**src/shared/alu_status_pkg.sv**
```systemverilog
// Shared constants, types and decoders for the ALU status flag block
package alu_status_pkg;

   // Register port offsets (8-bit data, 3-bit address)
   localparam logic [2:0] REG_STATUS = 3'h0;
   localparam logic [2:0] REG_CTRL = 3'h1;
   localparam logic [2:0] REG_RESULT = 3'h2;
   localparam logic [2:0] REG_BANK = 3'h3;
   localparam logic [2:0] REG_PTR_LO = 3'h4;
   localparam logic [2:0] REG_PTR_HI = 3'h5;
   localparam logic [2:0] REG_ASTAT = 3'h6;

   // Status flag positions
   localparam int FLAG_C = 0;
   localparam int FLAG_DC = 1;
   localparam int FLAG_Z = 2;
   localparam int FLAG_OV = 3;
   localparam int FLAG_N = 4;
   localparam int FLAGS_W = 5;

   // Control and addressing status fields
   localparam int CTRL_EXT_BIT = 0;
   localparam int ASTAT_REFUSED_BIT = 0;
   localparam int ASTAT_MODE_LSB = 4;

   // Reset values
   localparam logic [4:0] STATUS_RST = 5'h00;
   localparam logic CTRL_EXT_RST = 1'b0;
   localparam logic [7:0] BYTE_RST = 8'h00;
   localparam logic [3:0] NIBBLE_RST = 4'h0;

   // Flag update masks
   localparam logic [4:0] MASK_NONE = 5'h00;
   localparam logic [4:0] MASK_ALL = 5'h1F;
   localparam logic [4:0] MASK_ZN = 5'h14;
   localparam logic [4:0] MASK_Z = 5'h04;
   localparam logic [4:0] MASK_CZN = 5'h15;

   typedef enum logic [4:0] {
      OP_ADD, OP_ADDC, OP_SUB, OP_SUBB, OP_INC, OP_DEC, OP_NEG,
      OP_AND, OP_IOR, OP_XOR, OP_COM, OP_RRC, OP_RLC, OP_CLR,
      OP_MOVF, OP_MOVFF, OP_MOVW, OP_SWAP, OP_BCF, OP_BSF
   } alu_op_e;

   typedef enum logic [2:0] {
      AM_INHERENT, AM_LITERAL, AM_DIRECT, AM_INDIRECT, AM_INDEXED
   } addr_mode_e;

   // Which status flags an operation is allowed to change
   function automatic logic [4:0] flag_mask(input alu_op_e op);
      logic [4:0] m;
      m = MASK_NONE;
      unique case (op)
         OP_ADD, OP_ADDC, OP_SUB, OP_SUBB,
         OP_INC, OP_DEC, OP_NEG: m = MASK_ALL;
         OP_AND, OP_IOR, OP_XOR, OP_COM, OP_MOVF: m = MASK_ZN;
         OP_RRC, OP_RLC: m = MASK_CZN;
         OP_CLR: m = MASK_Z;
         OP_MOVFF, OP_MOVW, OP_SWAP, OP_BCF, OP_BSF: m = MASK_NONE;
      endcase
      return m;
   endfunction

endpackage

```
**src/hw/alu_status_flags.sv**
```systemverilog
// ALU status register, flag update control and addressing front end
//
// The implementer's own choices: the address map and strobed register access.
`timescale 1ns/1ps
// Function
// - Flag-affecting op aimed at status drops result, applies flags only
// - Clearing status sets zero flag, leaves other flags unchanged
// - Status bits seven to five are unimplemented and read zero
// - Negative flag copies result most significant bit
// - Overflow flag set when signed result sign wrongly changes
// - Zero flag set when result is zero, else cleared
// - Half carry flag takes carry out of bit three on add/sub
// - Carry flag takes carry out of top bit on add/sub
// - Subtract adds complement of second operand; carries mean no borrow
// - Rotate through carry loads carry with bit shifted out
// - Status register may be any instruction's operand
// - Data memory via inherent/literal/direct/indirect modes
// - Indexed literal offset mode only with extended set enabled
module alu_status_flags
   import alu_status_pkg::*;
#(
   parameter int W = 8,
   parameter int AW = 12,
   parameter logic [7:0] ACCESS_SPLIT = 8'h60
) (
   input logic clock,
   input logic sys_rst,
   input logic [2:0] reg_addr,
   input logic [7:0] reg_wdata,
   input logic reg_wr,
   input logic reg_rd,
   output logic [7:0] reg_rdata,
   input logic op_start,
   input alu_op_e op_code,
   input logic [W-1:0] op_w,
   input logic [W-1:0] op_f,
   input logic [$clog2(W)-1:0] op_bit,
   input logic op_src_status,
   input logic op_dst_status,
   output logic op_done,
   output logic [W-1:0] op_result,
   output logic op_result_wr,
   output logic [7:0] status_flags,
   input logic am_start,
   input addr_mode_e am_mode,
   input logic [7:0] am_literal,
   input logic am_access,
   output logic am_done,
   output logic [AW-1:0] am_ea,
   output logic am_uses_mem,
   output logic am_refused
);

   logic [4:0] status_q;
   logic ext_en_q;
   logic [AW-9:0] bank_q;
   logic [7:0] ptr_lo_q;
   logic [AW-9:0] ptr_hi_q;
   logic refused_q;
   logic [2:0] last_mode_q;
   logic [7:0] rdata_q;
   logic op_done_q;
   logic [W-1:0] op_result_q;
   logic op_result_wr_q;
   logic am_done_q;
   logic [AW-1:0] am_ea_q;
   logic am_uses_mem_q;
   logic am_refused_q;

   logic [W-1:0] status_byte;
   logic [W-1:0] f_operand;
   logic [W-1:0] calc_res;
   logic [FLAGS_W-1:0] calc_flags;
   logic [4:0] op_mask;
   logic flag_op;
   logic [4:0] status_d;
   logic [AW-1:0] pointer;
   logic [AW-1:0] ea_c;
   logic uses_mem_c;
   logic refused_c;
   logic wr_status;
   logic wr_astat;

   // Upper status bits are never stored, so they always read zero
   assign status_byte = {{(W-5){1'b0}}, status_q};

   // Status can feed the ALU like any other file operand
   assign f_operand = op_src_status ? status_byte : op_f;

   assign op_mask = flag_mask(op_code);
   assign flag_op = |op_mask;
   assign pointer = {ptr_hi_q, ptr_lo_q};
   assign wr_status = reg_wr && (reg_addr == REG_STATUS);
   assign wr_astat = reg_wr && (reg_addr == REG_ASTAT);

   alu_flag_calc #(
      .W(W)
   ) u_calc (
      .op(op_code),
      .w_val(op_w),
      .f_val(f_operand),
      .bit_sel(op_bit),
      .carry_in(status_q[FLAG_C]),
      .res(calc_res),
      .flags(calc_flags)
   );

   alu_addr_resolve #(
      .AW(AW),
      .ACCESS_SPLIT(ACCESS_SPLIT)
   ) u_addr (
      .mode(am_mode),
      .ext_enable(ext_en_q),
      .literal(am_literal),
      .access_bank(am_access),
      .bank(bank_q),
      .pointer(pointer),
      .ea(ea_c),
      .uses_mem(uses_mem_c),
      .refused(refused_c)
   );

   // Next status value; ALU activity outranks a software write
   always_comb begin
      status_d = status_q;
      if (op_start && flag_op) begin
         // Only permitted flags change, the rest hold their value
         status_d = (status_q & ~op_mask) | (calc_flags & op_mask);
      end else if (op_start && op_dst_status) begin
         // Flagless ops targeting status store their result there
         status_d = calc_res[4:0];
      end else if (wr_status) begin
         status_d = reg_wdata[4:0];
      end
   end

   // Status register; clear-file on it sets zero and keeps the other flags
   always_ff @(posedge clock) begin
      if (sys_rst) begin
         status_q <= STATUS_RST;
      end else begin
         status_q <= status_d;
      end
   end

   // Result path; a flag op aimed at status never writes its result
   always_ff @(posedge clock) begin
      if (sys_rst) begin
         op_done_q <= 1'b0;
         op_result_q <= '0;
         op_result_wr_q <= 1'b0;
      end else begin
         op_done_q <= op_start;
         op_result_wr_q <= op_start && !op_dst_status;
         if (op_start) begin
            op_result_q <= calc_res;
         end
      end
   end

   // Control: extended set enable steers the address decoder
   always_ff @(posedge clock) begin
      if (sys_rst) begin
         ext_en_q <= CTRL_EXT_RST;
      end else if (reg_wr && (reg_addr == REG_CTRL)) begin
         ext_en_q <= reg_wdata[CTRL_EXT_BIT];
      end
   end

   // Bank select and pointer pair used by direct and indirect modes
   always_ff @(posedge clock) begin
      if (sys_rst) begin
         bank_q <= NIBBLE_RST;
         ptr_lo_q <= BYTE_RST;
         ptr_hi_q <= NIBBLE_RST;
      end else if (reg_wr) begin
         if (reg_addr == REG_BANK) begin
            bank_q <= reg_wdata[AW-9:0];
         end
         if (reg_addr == REG_PTR_LO) begin
            ptr_lo_q <= reg_wdata;
         end
         if (reg_addr == REG_PTR_HI) begin
            ptr_hi_q <= reg_wdata[AW-9:0];
         end
      end
   end

   // Address resolution outputs, registered one cycle after the request
   always_ff @(posedge clock) begin
      if (sys_rst) begin
         am_done_q <= 1'b0;
         am_ea_q <= '0;
         am_uses_mem_q <= 1'b0;
         am_refused_q <= 1'b0;
      end else begin
         am_done_q <= am_start;
         if (am_start) begin
            am_ea_q <= ea_c;
            am_uses_mem_q <= uses_mem_c;
            am_refused_q <= refused_c;
         end
      end
   end

   // Sticky refusal flag; a new refusal beats a write-one clear
   always_ff @(posedge clock) begin
      if (sys_rst) begin
         refused_q <= 1'b0;
         last_mode_q <= 3'h0;
      end else begin
         if (am_start && refused_c) begin
            refused_q <= 1'b1;
         end else if (wr_astat && reg_wdata[ASTAT_REFUSED_BIT]) begin
            refused_q <= 1'b0;
         end
         if (am_start) begin
            last_mode_q <= am_mode;
         end
      end
   end

   // Read data one cycle after the strobe; unmapped offsets read zero
   always_ff @(posedge clock) begin
      if (sys_rst) begin
         rdata_q <= BYTE_RST;
      end else if (reg_rd) begin
         unique case (reg_addr)
            REG_STATUS: rdata_q <= status_byte;
            REG_CTRL: rdata_q <= {7'h00, ext_en_q};
            REG_RESULT: rdata_q <= op_result_q;
            REG_BANK: rdata_q <= {4'h0, bank_q};
            REG_PTR_LO: rdata_q <= ptr_lo_q;
            REG_PTR_HI: rdata_q <= {4'h0, ptr_hi_q};
            REG_ASTAT: rdata_q <= {1'b0, last_mode_q, 3'h0, refused_q};
            default: rdata_q <= BYTE_RST;
         endcase
      end else begin
         rdata_q <= BYTE_RST;
      end
   end

   // Every output comes straight from a flip-flop
   assign reg_rdata = rdata_q;
   assign op_done = op_done_q;
   assign op_result = op_result_q;
   assign op_result_wr = op_result_wr_q;
   assign status_flags = {3'h0, status_q};
   assign am_done = am_done_q;
   assign am_ea = am_ea_q;
   assign am_uses_mem = am_uses_mem_q;
   assign am_refused = am_refused_q;

endmodule

```
**src/hw/alu_flag_calc.sv**
```systemverilog
// Combinational ALU result and raw flag computation
`timescale 1ns/1ps
module alu_flag_calc
   import alu_status_pkg::*;
#(
   parameter int W = 8
) (
   input alu_op_e op,
   input logic [W-1:0] w_val,
   input logic [W-1:0] f_val,
   input logic [$clog2(W)-1:0] bit_sel,
   input logic carry_in,
   output logic [W-1:0] res,
   output logic [FLAGS_W-1:0] flags
);

   logic [W-1:0] x;
   logic [W-1:0] y;
   logic cin;
   logic add_path;
   logic c_out;
   logic [W:0] sum;
   logic [4:0] half;
   logic [W-1:0] bit_onehot;

   // One shared adder; subtract adds the complement plus one, subtract with borrow adds it plus carry
   always_comb begin
      x = f_val;
      y = w_val;
      cin = 1'b0;
      add_path = 1'b0;
      c_out = carry_in;
      res = '0;
      bit_onehot = W'(1) << bit_sel;
      unique case (op)
         OP_ADD: add_path = 1'b1;
         OP_ADDC: begin
            add_path = 1'b1;
            cin = carry_in;
         end
         OP_SUB: begin
            y = ~w_val;
            cin = 1'b1;
            add_path = 1'b1;
         end
         OP_SUBB: begin
            y = ~w_val;
            cin = carry_in;
            add_path = 1'b1;
         end
         OP_INC: begin
            y = '0;
            cin = 1'b1;
            add_path = 1'b1;
         end
         OP_DEC: begin
            y = '1;
            add_path = 1'b1;
         end
         OP_NEG: begin
            x = '0;
            y = ~f_val;
            cin = 1'b1;
            add_path = 1'b1;
         end
         OP_AND: res = f_val & w_val;
         OP_IOR: res = f_val | w_val;
         OP_XOR: res = f_val ^ w_val;
         OP_COM: res = ~f_val;
         OP_RRC: begin
            res = {carry_in, f_val[W-1:1]};
            c_out = f_val[0];
         end
         OP_RLC: begin
            res = {f_val[W-2:0], carry_in};
            c_out = f_val[W-1];
         end
         OP_CLR: res = '0;
         OP_MOVF: res = f_val;
         OP_MOVFF: res = f_val;
         OP_MOVW: res = w_val;
         OP_SWAP: res = {f_val[W/2-1:0], f_val[W-1:W/2]};
         OP_BCF: res = f_val & ~bit_onehot;
         OP_BSF: res = f_val | bit_onehot;
      endcase
      sum = {1'b0, x} + {1'b0, y} + {{W{1'b0}}, cin};
      half = {1'b0, x[3:0]} + {1'b0, y[3:0]} + {4'h0, cin};
      if (add_path) begin
         res = sum[W-1:0];
         c_out = sum[W];
      end
   end

   // Raw flags; the caller masks those the operation may change
   always_comb begin
      flags = '0;
      flags[FLAG_N] = res[W-1];
      flags[FLAG_OV] = add_path & (x[W-1] == y[W-1])
         & (sum[W-1] != x[W-1]);
      flags[FLAG_Z] = (res == '0);
      flags[FLAG_DC] = add_path & half[4];
      flags[FLAG_C] = c_out;
   end

endmodule

```
**src/hw/alu_addr_resolve.sv**
```systemverilog
// Combinational data memory effective address resolution
`timescale 1ns/1ps
module alu_addr_resolve
   import alu_status_pkg::*;
#(
   parameter int AW = 12,
   parameter logic [7:0] ACCESS_SPLIT = 8'h60
) (
   input addr_mode_e mode,
   input logic ext_enable,
   input logic [7:0] literal,
   input logic access_bank,
   input logic [AW-9:0] bank,
   input logic [AW-1:0] pointer,
   output logic [AW-1:0] ea,
   output logic uses_mem,
   output logic refused
);

   // Inherent and literal modes touch no data memory location
   always_comb begin
      ea = '0;
      uses_mem = 1'b0;
      refused = 1'b0;
      unique case (mode)
         AM_INHERENT: uses_mem = 1'b0;
         AM_LITERAL: uses_mem = 1'b0;
         AM_DIRECT: begin
            uses_mem = 1'b1;
            if (!access_bank) begin
               ea = {bank, literal};
            end else if (literal < ACCESS_SPLIT) begin
               ea = {{(AW-8){1'b0}}, literal};
            end else begin
               ea = {{(AW-8){1'b1}}, literal};
            end
         end
         AM_INDIRECT: begin
            uses_mem = 1'b1;
            ea = pointer;
         end
         AM_INDEXED: begin
            // Only decoded while the extended set is on
            if (ext_enable) begin
               uses_mem = 1'b1;
               ea = pointer + {{(AW-8){1'b0}}, literal};
            end else begin
               refused = 1'b1;
            end
         end
         default: refused = 1'b1;
      endcase
   end

endmodule

```
**config.mk**
```make
export PLATFORM = sky130hd
export DESIGN_NAME = alu_status_flags
export DESIGN_NICKNAME = d
export VERILOG_FILES = /design/src/shared/alu_status_pkg.sv /design/src/hw/alu_status_flags.sv /design/src/hw/alu_flag_calc.sv /design/src/hw/alu_addr_resolve.sv
export SDC_FILE = /design/constraint.sdc
export NUM_CORES = 1
export LEC_CHECK = 0
export BUFFER_PORTS_ARGS = -buffer_cell sky130_fd_sc_hd__buf_2
export CAP_MARGIN = 10
export CORE_ASPECT_RATIO = 0.8
export CORE_MARGIN = 2
export CORE_UTILIZATION = 61
export DETAILED_ROUTE_END_ITERATION = 6
export PLACE_DENSITY = 0.95
export SETUP_SLACK_MARGIN = 0.02
export SYNTH_ARGS = -nofsm -noshare
export SYNTH_HDL_FRONTEND = slang
export SYNTH_SLANG_ARGS = --single-unit
```
**constraint.sdc**
```tcl
create_clock -name clock -period 9.15 [get_ports clock]
set_input_delay 2.2875 -clock clock [delete_from_list [all_inputs] [get_ports clock]]
set_output_delay 2.2875 -clock clock [all_outputs]
set_load 0.01 [all_outputs]
```
### Yosys cells after proc, flatten, opt, wreduce, memory -nomap -nowiden

Cells that the tools add are included.

* flip-flop bits (word level): 59
* latch bits: 0
* memory bits (writable): 0
* bits in read-only memories: 0
* bits of input ports: 55
* output and inout bits: 41
* word-level logic and storage cells: 123
* memories: 0

* add/subtract/negate cells: 5
* multipliers: 0
* divide/modulo/power cells: 0
* order comparisons: 1
* eq/ne operators: 31
* shift-type cells: 1
* multiplexer cells: 24
* bitwise logic cells: 16
* reductions and logical operators: 30

Operator list (count)
* case mux 8 bit (11 select lines): 1
* case mux 8 bit (7 select lines): 1
* == test 5 x 4 -> 1 bit, second input constant: 8
* two-way mux 12 bit: 3
* case mux 12 bit (3 select lines): 1
* case mux 8 bit (4 select lines): 1
* case mux 5 bit (5 select lines): 1
* two-way mux 8 bit: 3
* NOT 8 bit: 3
* == test 5 x 3 -> 1 bit, second input constant: 4
* == test 5 bit, second input constant: 4
* bitwise AND 8 bit: 2
* bitwise OR 8 bit: 2
* two-way mux 5 bit: 3
* OR reduction 5 bit: 3
* adder 12 x 8 -> 12 bit: 1
* == test 3 x 2 -> 1 bit, second input constant: 4
* == test 3 bit, second input constant: 4
* OR reduction 2 bit: 6
* bitwise AND 5 bit: 2
* == test 5 x 2 -> 1 bit, second input constant: 2
* adder 8 x 8 -> 9 bit: 1
* adder 9 x 1 -> 9 bit: 1
* logical AND 1 bit: 8
* other kinds (25): 39

### Logic depth before layout (Yosys ltp)

Gate-level depths: netlist of run 1.

* depth in word-level cells: 10
* mapped depth: 17
* depth with buffers taken out: 14

### Hierarchy

Synthesis of run 1 repeated with hierarchy kept, for this count alone.

* cells, all modules: 677
* area total of the unflattened synthesis: 5236.3 µm²

By module, submodules not included
* alu_status_flags: instances 1, cells each 281, area an instance 2683.8 µm², sequential area each 1181.1 µm²
* alu_flag_calc: instances 1, cells each 295, area an instance 1860.5 µm², sequential area each 0.0 µm²
* alu_addr_resolve: instances 1, cells each 101, area an instance 691.9 µm², sequential area each 0.0 µm²

### Least setup slack after synthesis of run 1

Ideal clock, no wire load.

* path kind: input -> register
* start: in op_code[2]
* end: reg with a tool-made name
* setup time: 0.126 ns
* data arrival time: 5.180 ns
* required time: 9.024 ns
* path slack: 3.845 ns
* stages: 15
* buffers on the path: 3
* cells stage by stage: buf_4 buf_2 clkbuf_1 nor2_1 nand3b_1 a22oi_1 inv_1 ha_1 a211oi_1 o21ai_0 a41o_1 xor2_1 a211oi_1 a311o_1 a31oi_1

RTL lines
* start, declared: line alu_status_flags.sv:34 `input alu_op_e op_code,`

==> impl_results.md, run 1 <==
* Avg Inst Size Synth at 7.62 um2
* First-pass GRT wire length at 29000 um
* Starting Density at 62.7%
* Fin. max-slew vios at 0
* WL/cell at 22.9 um
* Synth warn at 0
* Post-synthesis adder-cell area fraction at 4.97%
* Number of hold buffers added after CTS at 0
* Prevailing post-synth register cell: dfxtp_1
* Main combinational cell family by area after synthesis: compound AO/OA/AOI/OAI gates
* Count leader, synth: nor2_1
* Pleak at 0.00241 uW
* PortBufs at 92
* VDD IR-drop max at 102 uV
* Sequential share of the synthesized area at 23.7%
* Critical path required time at 9.45 ns
* Post CTS Setup Buffer Count at 0
* Dpl cell area at 5340 um2
* Worst-path clk slew at 0.07 ns
* Top cell type's share of synthesized area at 23.7%
* H-tree depth at 3
* Fin. Hold Viols at 0
* Met1 GRT Util at 58.4%
* Slew HR at 33.4%
* Crit Path Max Fanout at 30
* Met2 Use GR at 59.0%
* GR peak layer: met2
* Status: finished clean
* Synth async-reset ratio at 0%
* RSZ-0062 raised after global routing: false
* TritonCTS buffer count at 9
* Clock latency on the worst-skew pair at 0.36 ns
* Largest net degree at the start of global routing at 51
* I/O Pins at 96
* Hold WS at 0.469 ns
* F_max at 171 MHz
* Via density at 7.16
* Finish-stage setup viols at 0
* Total Wirelength at 18900 um
* Commonest cells in the netlist: nor2_1 (90), dfxtp_1 (59), nand2_1 (56), a21oi_1 (42), o21ai_0 (35)
* Fin crit share at 64.0%
* Max Cap Viol at 0
* Detail Placement HPWL at 14100 um
* Worst hold path type: flop to flop
* Multi-input logic area at 3510 um2
* Post-route setup TNS at 0 ns
* Clk_skew at 0.00816 ns
* Yosys cell types at 82
* Die Wd at 105 um
* Fillers at 630
* Arrival time at the worst endpoint at 6.16 ns
* Kind of critical path: primary input to flop
* Final instance area at 5540 um2
* Chip Height at 84.9 um
* Startpoint types: primary input
* Post-synthesis cell count at 654
* Clk sink count at 59
* Post_cts resized at 0
* Clock root buffer master: clkbuf_8
* CTS tree: yes
* Slew @ Worst Pin at 0.997 ns
* EDFF count, synth at 0
* DR pass1 iterations at 6
* Synth Cell Area at 4980 um2
* Power Density at 134 nW/um2
* Sequential Area at 1180 um2
* Layout cells sized above 1 at 18.9%
* Area growth from synthesis to layout at 11.1%
* Initial antenna violation count at 0
* Final Net Count at 786
* Pwr Total at 742 uW
* Gr usage total at 41.7%
* FP Rows at 29
* Synth Register Bits at 59
* Post-synthesis simple-gate area fraction at 24.9%
* Via count at 5916
* Cell taking the most area after synthesis: dfxtp_1
* Initial DRC count at 918
* Synth Area in Compound Gates at 27.8%
* Final core utilization at 69.7%
* Final min period at 5.86 ns
* Drt drc at 0
* Antenna Nets Post-Route at 0
* GR Util met3 at 17.1%
* Antenna cells at 0
* Max Root-Sink Buffers at 2
* Grt ovf at 0
* GP Congestion at 1.09
* Core area at 7950 um2
* Reg-to-reg setup timing slack at 5.48 ns
* Dominant cells by area after synthesis: dfxtp_1 (24%), nor2_1 (6.8%), mux2i_1 (6.4%), a21oi_1 (4.2%), nand2_1 (4.2%)
* Synth Area in XOR/XNOR at 2.28%
* Endpoint class of the critical path: flop
* Post-synthesis mux area share at 10.3%
* Die area at 8920 um2
* Vias in the first global route at 5303
[flip-flops by register name, indices dropped and copies added, names as in the netlist, named ones only]
register / cells
op_result_wr: 1
bank_q: 4
reg_rdata: 8
am_refused: 1
refused_q: 1
am_done: 1
am_uses_mem: 1
op_result: 8
ext_en_q: 1
am_ea: 12
ptr_hi_q: 4
last_mode_q: 3
op_done: 1
ptr_lo_q: 8
[power breakdown]
group / internal (uW) / switching, uW / total [uW]
logic: 76.4 / 140 / 217
registers: 267 / 12.6 / 279
clock network: 133 / 113 / 246
total: 476 / 266 / 742
[through the flow]
| stage | cells | setup slack [ns] |
|---|---|---|
| 6_report | 826 | 3.29 |
| 3_3_place_gp | 810 | 3.42 |
| 4_1_cts | 826 | 3.46 |
| 5_1_grt | 826 | 3.02 |
| 2_1_floorplan | 656 | 3.84 |
| 3_5_place_dp | 810 | 3.24 |
[worst max-delay path, cell delays in order]
cell,delay [ns]
buf_2,0.47
nand2_1,0.20
nor2_1,0.55
a21oi_1,0.07
o21ai_0,0.29
fa_1,0.28
inv_1,0.07
fa_1,0.47
nand2b_1,0.10
o2111ai_1,0.13
a2111oi_2,0.52
nand4_1,0.22
a211oi_1,0.29
a31o_1,0.20
[per-layer routing]
metal | vias to the layer above | part of all wire [%]
met1 | 2712 | 39
li1 | 2546 | -
met3 | 104 | 17
met2 | 552 | 40
met4 | 2 | 3.2
met5 | - | 0.24
[worst paths after layout]
check              from         end  cells after the start
min          am_refused  am_refused                      2
max          op_code[2]        flop                     14
min reg2reg  am_refused  am_refused                      2
max reg2reg        flop        flop                     13
[layout make-up]
type                    instances  share of cell area (%)
well taps                     108                    2.44
repair buffers                 92                    8.31
clock inverters                 6                    1.15
multi-input cells             538                    63.4
clock buffers                  10                    2.49
flip-flops and latches         59                    21.3
inverters                      13                   0.881
[cells by family (layout without fill, tap and decap cells)]
logic type,after synthesis,after routing
buf+inv,59,121
fa+ha+maj,18,18
compound gates,202,202
flops,59,59
simple gates,256,256
other cells,1,3
mux,46,46
xor+xnor,13,13
[cell usage in the layout (no fill, tap or decap), drive strengths merged, types with 13 or more instances in the layout]
cell type / instances
dfxtp: 59
inv: 14
buf: 92
a21oi: 43
ha: 15
nand2b: 13
nand2: 56
nand3: 28
a211oi: 13
nor2: 90
mux2i: 34
o22ai: 19
o21ai: 41
No activity file was read; power rests on OpenSTA's default activity.
==> run 2: changes to the inputs <==
--- a/config.mk
+++ b/config.mk
@@ -9,9 +9,9 @@
 export CAP_MARGIN = 10
 export CORE_ASPECT_RATIO = 0.8
 export CORE_MARGIN = 2
-export CORE_UTILIZATION = 61
+export CORE_UTILIZATION = 51
 export DETAILED_ROUTE_END_ITERATION = 6
-export PLACE_DENSITY = 0.95
+export PLACE_DENSITY = 0.87
 export SETUP_SLACK_MARGIN = 0.02
 export SYNTH_ARGS = -nofsm -noshare
 export SYNTH_HDL_FRONTEND = slang
==> constraint.sdc (replaced) <==
create_clock -name clock -period 5.2 [get_ports clock]
set_input_delay 1.3 -clock clock [delete_from_list [all_inputs] [get_ports clock]]
set_output_delay 1.3 -clock clock [all_outputs]
set_load 0.01 [all_outputs]
==> impl_results.md, run 2 (synthesized netlist as in run 1, its figures left out) <==
* Layout cells sized above 1 at 20.5% (+1.6 points)
* VDD IR-drop max at 176 uV (+72%)
* Detail Placement HPWL at 15100 um (+6.8%)
* Die area at 10600 um2 (+19%)
* Hold Path Stages at 2 (unchanged)
* DR pass1 iterations at 6 (unchanged)
* Core area at 9570 um2 (+20%)
* Fillers at 862 (+37%)
* Placed Instances at 836 (+3.2%)
* H-tree depth at 3 (unchanged)
* Via density at 6.84 (-4.5%)
* Starting Density at 52.1% (-11 points)
* Slew HR at 34.3% (+0.90 points)
* Chip Height at 92.4 um (+8.9%)
* TritonCTS buffer count at 9 (unchanged)
* Startpoint types: primary input
* Worst-path clk slew at 0.05 ns (-0.02 ns)
* Clk sink count at 59 (unchanged)
* PortBufs at 92 (unchanged)
* Fin crit share at 81.2%
* Power Density at 248 nW/um2 (+85%)
* Most common cell after layout, fill and taps aside: buf_2
* Post CTS Setup Buffer Count at 0 (unchanged)
* GP Congestion at 1.04 (-4.8%)
* Vias in the first global route at 5296 (-0.13%)
* Post-route setup TNS at 0 ns (unchanged)
* Critical path required time at 5.46 ns (-3.99 ns)
* Initial DRC count at 947 (+3.2%)
* Worst hold path type: flop to flop
* Post_cts resized at 0 (unchanged)
* Pleak at 0.00252 uW (+4.3%)
* FP Rows at 32 (+10%)
* Multi-input logic area at 3510 um2 (unchanged)
* WL/cell at 22.8 um (-0.41%)
* Antenna Nets Post-Route at 0 (unchanged)
* Finish-stage setup viols at 0 (unchanged)
* Area growth from synthesis to layout at 15.0%
* Max Cap Viol at 0 (unchanged)
* Grt ovf at 0 (unchanged)
* Die Wd at 115 um (+9.0%)
* Clk_skew at 0.00455 ns (-0.00361 ns)
* Status: finished clean
* Kind of critical path: primary input to flop
* Slew @ Worst Pin at 0.986 ns (-0.0114 ns)
* Final min period at 4.22 ns
* RSZ-0062 raised after global routing: false
* Commonest cells after routing, fill and taps aside: buf_2 (92), nor2_1 (90), dfxtp_1 (59)
* Fin. max-slew vios at 0 (unchanged)
* Number of hold buffers added after CTS at 0 (unchanged)
* Initial antenna violation count at 0 (unchanged)
* CTS tree: yes
* R2R depth at 13 (unchanged)
* Fin cells at 851 (+3.0%)
* Largest net degree at the start of global routing at 51 (unchanged)
* First-pass GRT wire length at 29600 um (+2.1%)
* Gr usage total at 36.6% (-5.1 points)
* Arrival time at the worst endpoint at 4.48 ns (-1.68 ns)
* Max FFs per register at 12 (unchanged)
* Dpl cell area at 5460 um2 (+2.4%)
* Final Net Count at 801 (+1.9%)
* Sequential Area at 1180 um2 (unchanged)
* Fin. Hold Viols at 0 (unchanged)
* Via count at 5819 (-1.6%)
* Endpoint class of the critical path: flop
* Crit Path Max Fanout at 17 (-43%)
* I/O Pins at 96 (unchanged)
* Clock latency on the worst-skew pair at 0.34 ns (-0.02 ns)
* Final instance area at 5730 um2 (+3.5%)
* Clock root buffer master: clkbuf_16
* Antenna cells at 0 (unchanged)
* Max Root-Sink Buffers at 2 (unchanged)
* Drt drc at 0 (unchanged)
* Total Wirelength at 19400 um (+2.6%)
* F_max at 237 MHz
[run 2: cell count changes in the layout (fill, tap and decap cells not counted), sizes merged]
| cell | delta |
|---|---|
| buf | +15 |
| inv | -1 |
| clkinv | +1 |
| bufinv | -1 |
[run 2: final timing paths]
kind         startpoint          to  slack (ns)
max          op_code[2]        flop        0.98
min          am_refused  am_refused        0.48
max reg2reg        flop        flop        1.77
min reg2reg  am_refused  am_refused        0.48
[run 2: metrics by stage]
stage	setup WS [ns]	power, uW	utilization [%]	hold slack, ns
floorplan	0.882	740	-	0.454
global placement	0.808	867	57.1	0.451
detailed placement	0.699	871	57.1	0.459
CTS	1.03	1410	59.9	0.467
global route	0.724	1460	59.9	0.506
finish	0.977	1420	59.9	0.483
[run 2: final cells by class]
class / count / share of cell area, %
Multi-Input combinational cell: 538 / 61.3
Sequential cell: 59 / 20.6
Timing Repair Buffer: 107 / 10.0
Clock buffer: 10 / 4.17
Tap cell: 119 / 2.60
Inverter: 13 / 0.851
Clock inverter: 5 / 0.524
[run 2: worst max-delay path: stages]
cell	delay (ns)
buf_2	0.20
nand2b_1	0.34
o22ai_1	0.13
a21o_1	0.20
a22oi_1	0.28
inv_1	0.09
ha_1	0.32
a211oi_1	0.25
o21ai_0	0.16
a41o_1	0.29
xor2_1	0.24
a211oi_1	0.16
a311o_1	0.37
a31oi_1	0.15
[run 2: power breakdown]
part	switching, uW	total [uW]	internal (uW)
registers	21.7	492	470
logic	245	389	143
clock network	211	541	329
total	479	1420	943
[run 2: metal layers]
layer | up-vias | GRT usage [%] | share of wire, %
met4 | 0 | 9.45 | 2.7
met3 | 71 | 14.2 | 15
met2 | 439 | 49.5 | 40
met1 | 2734 | 53.7 | 43
li1 | 2575 | - | -
met5 | - | 0 | 0
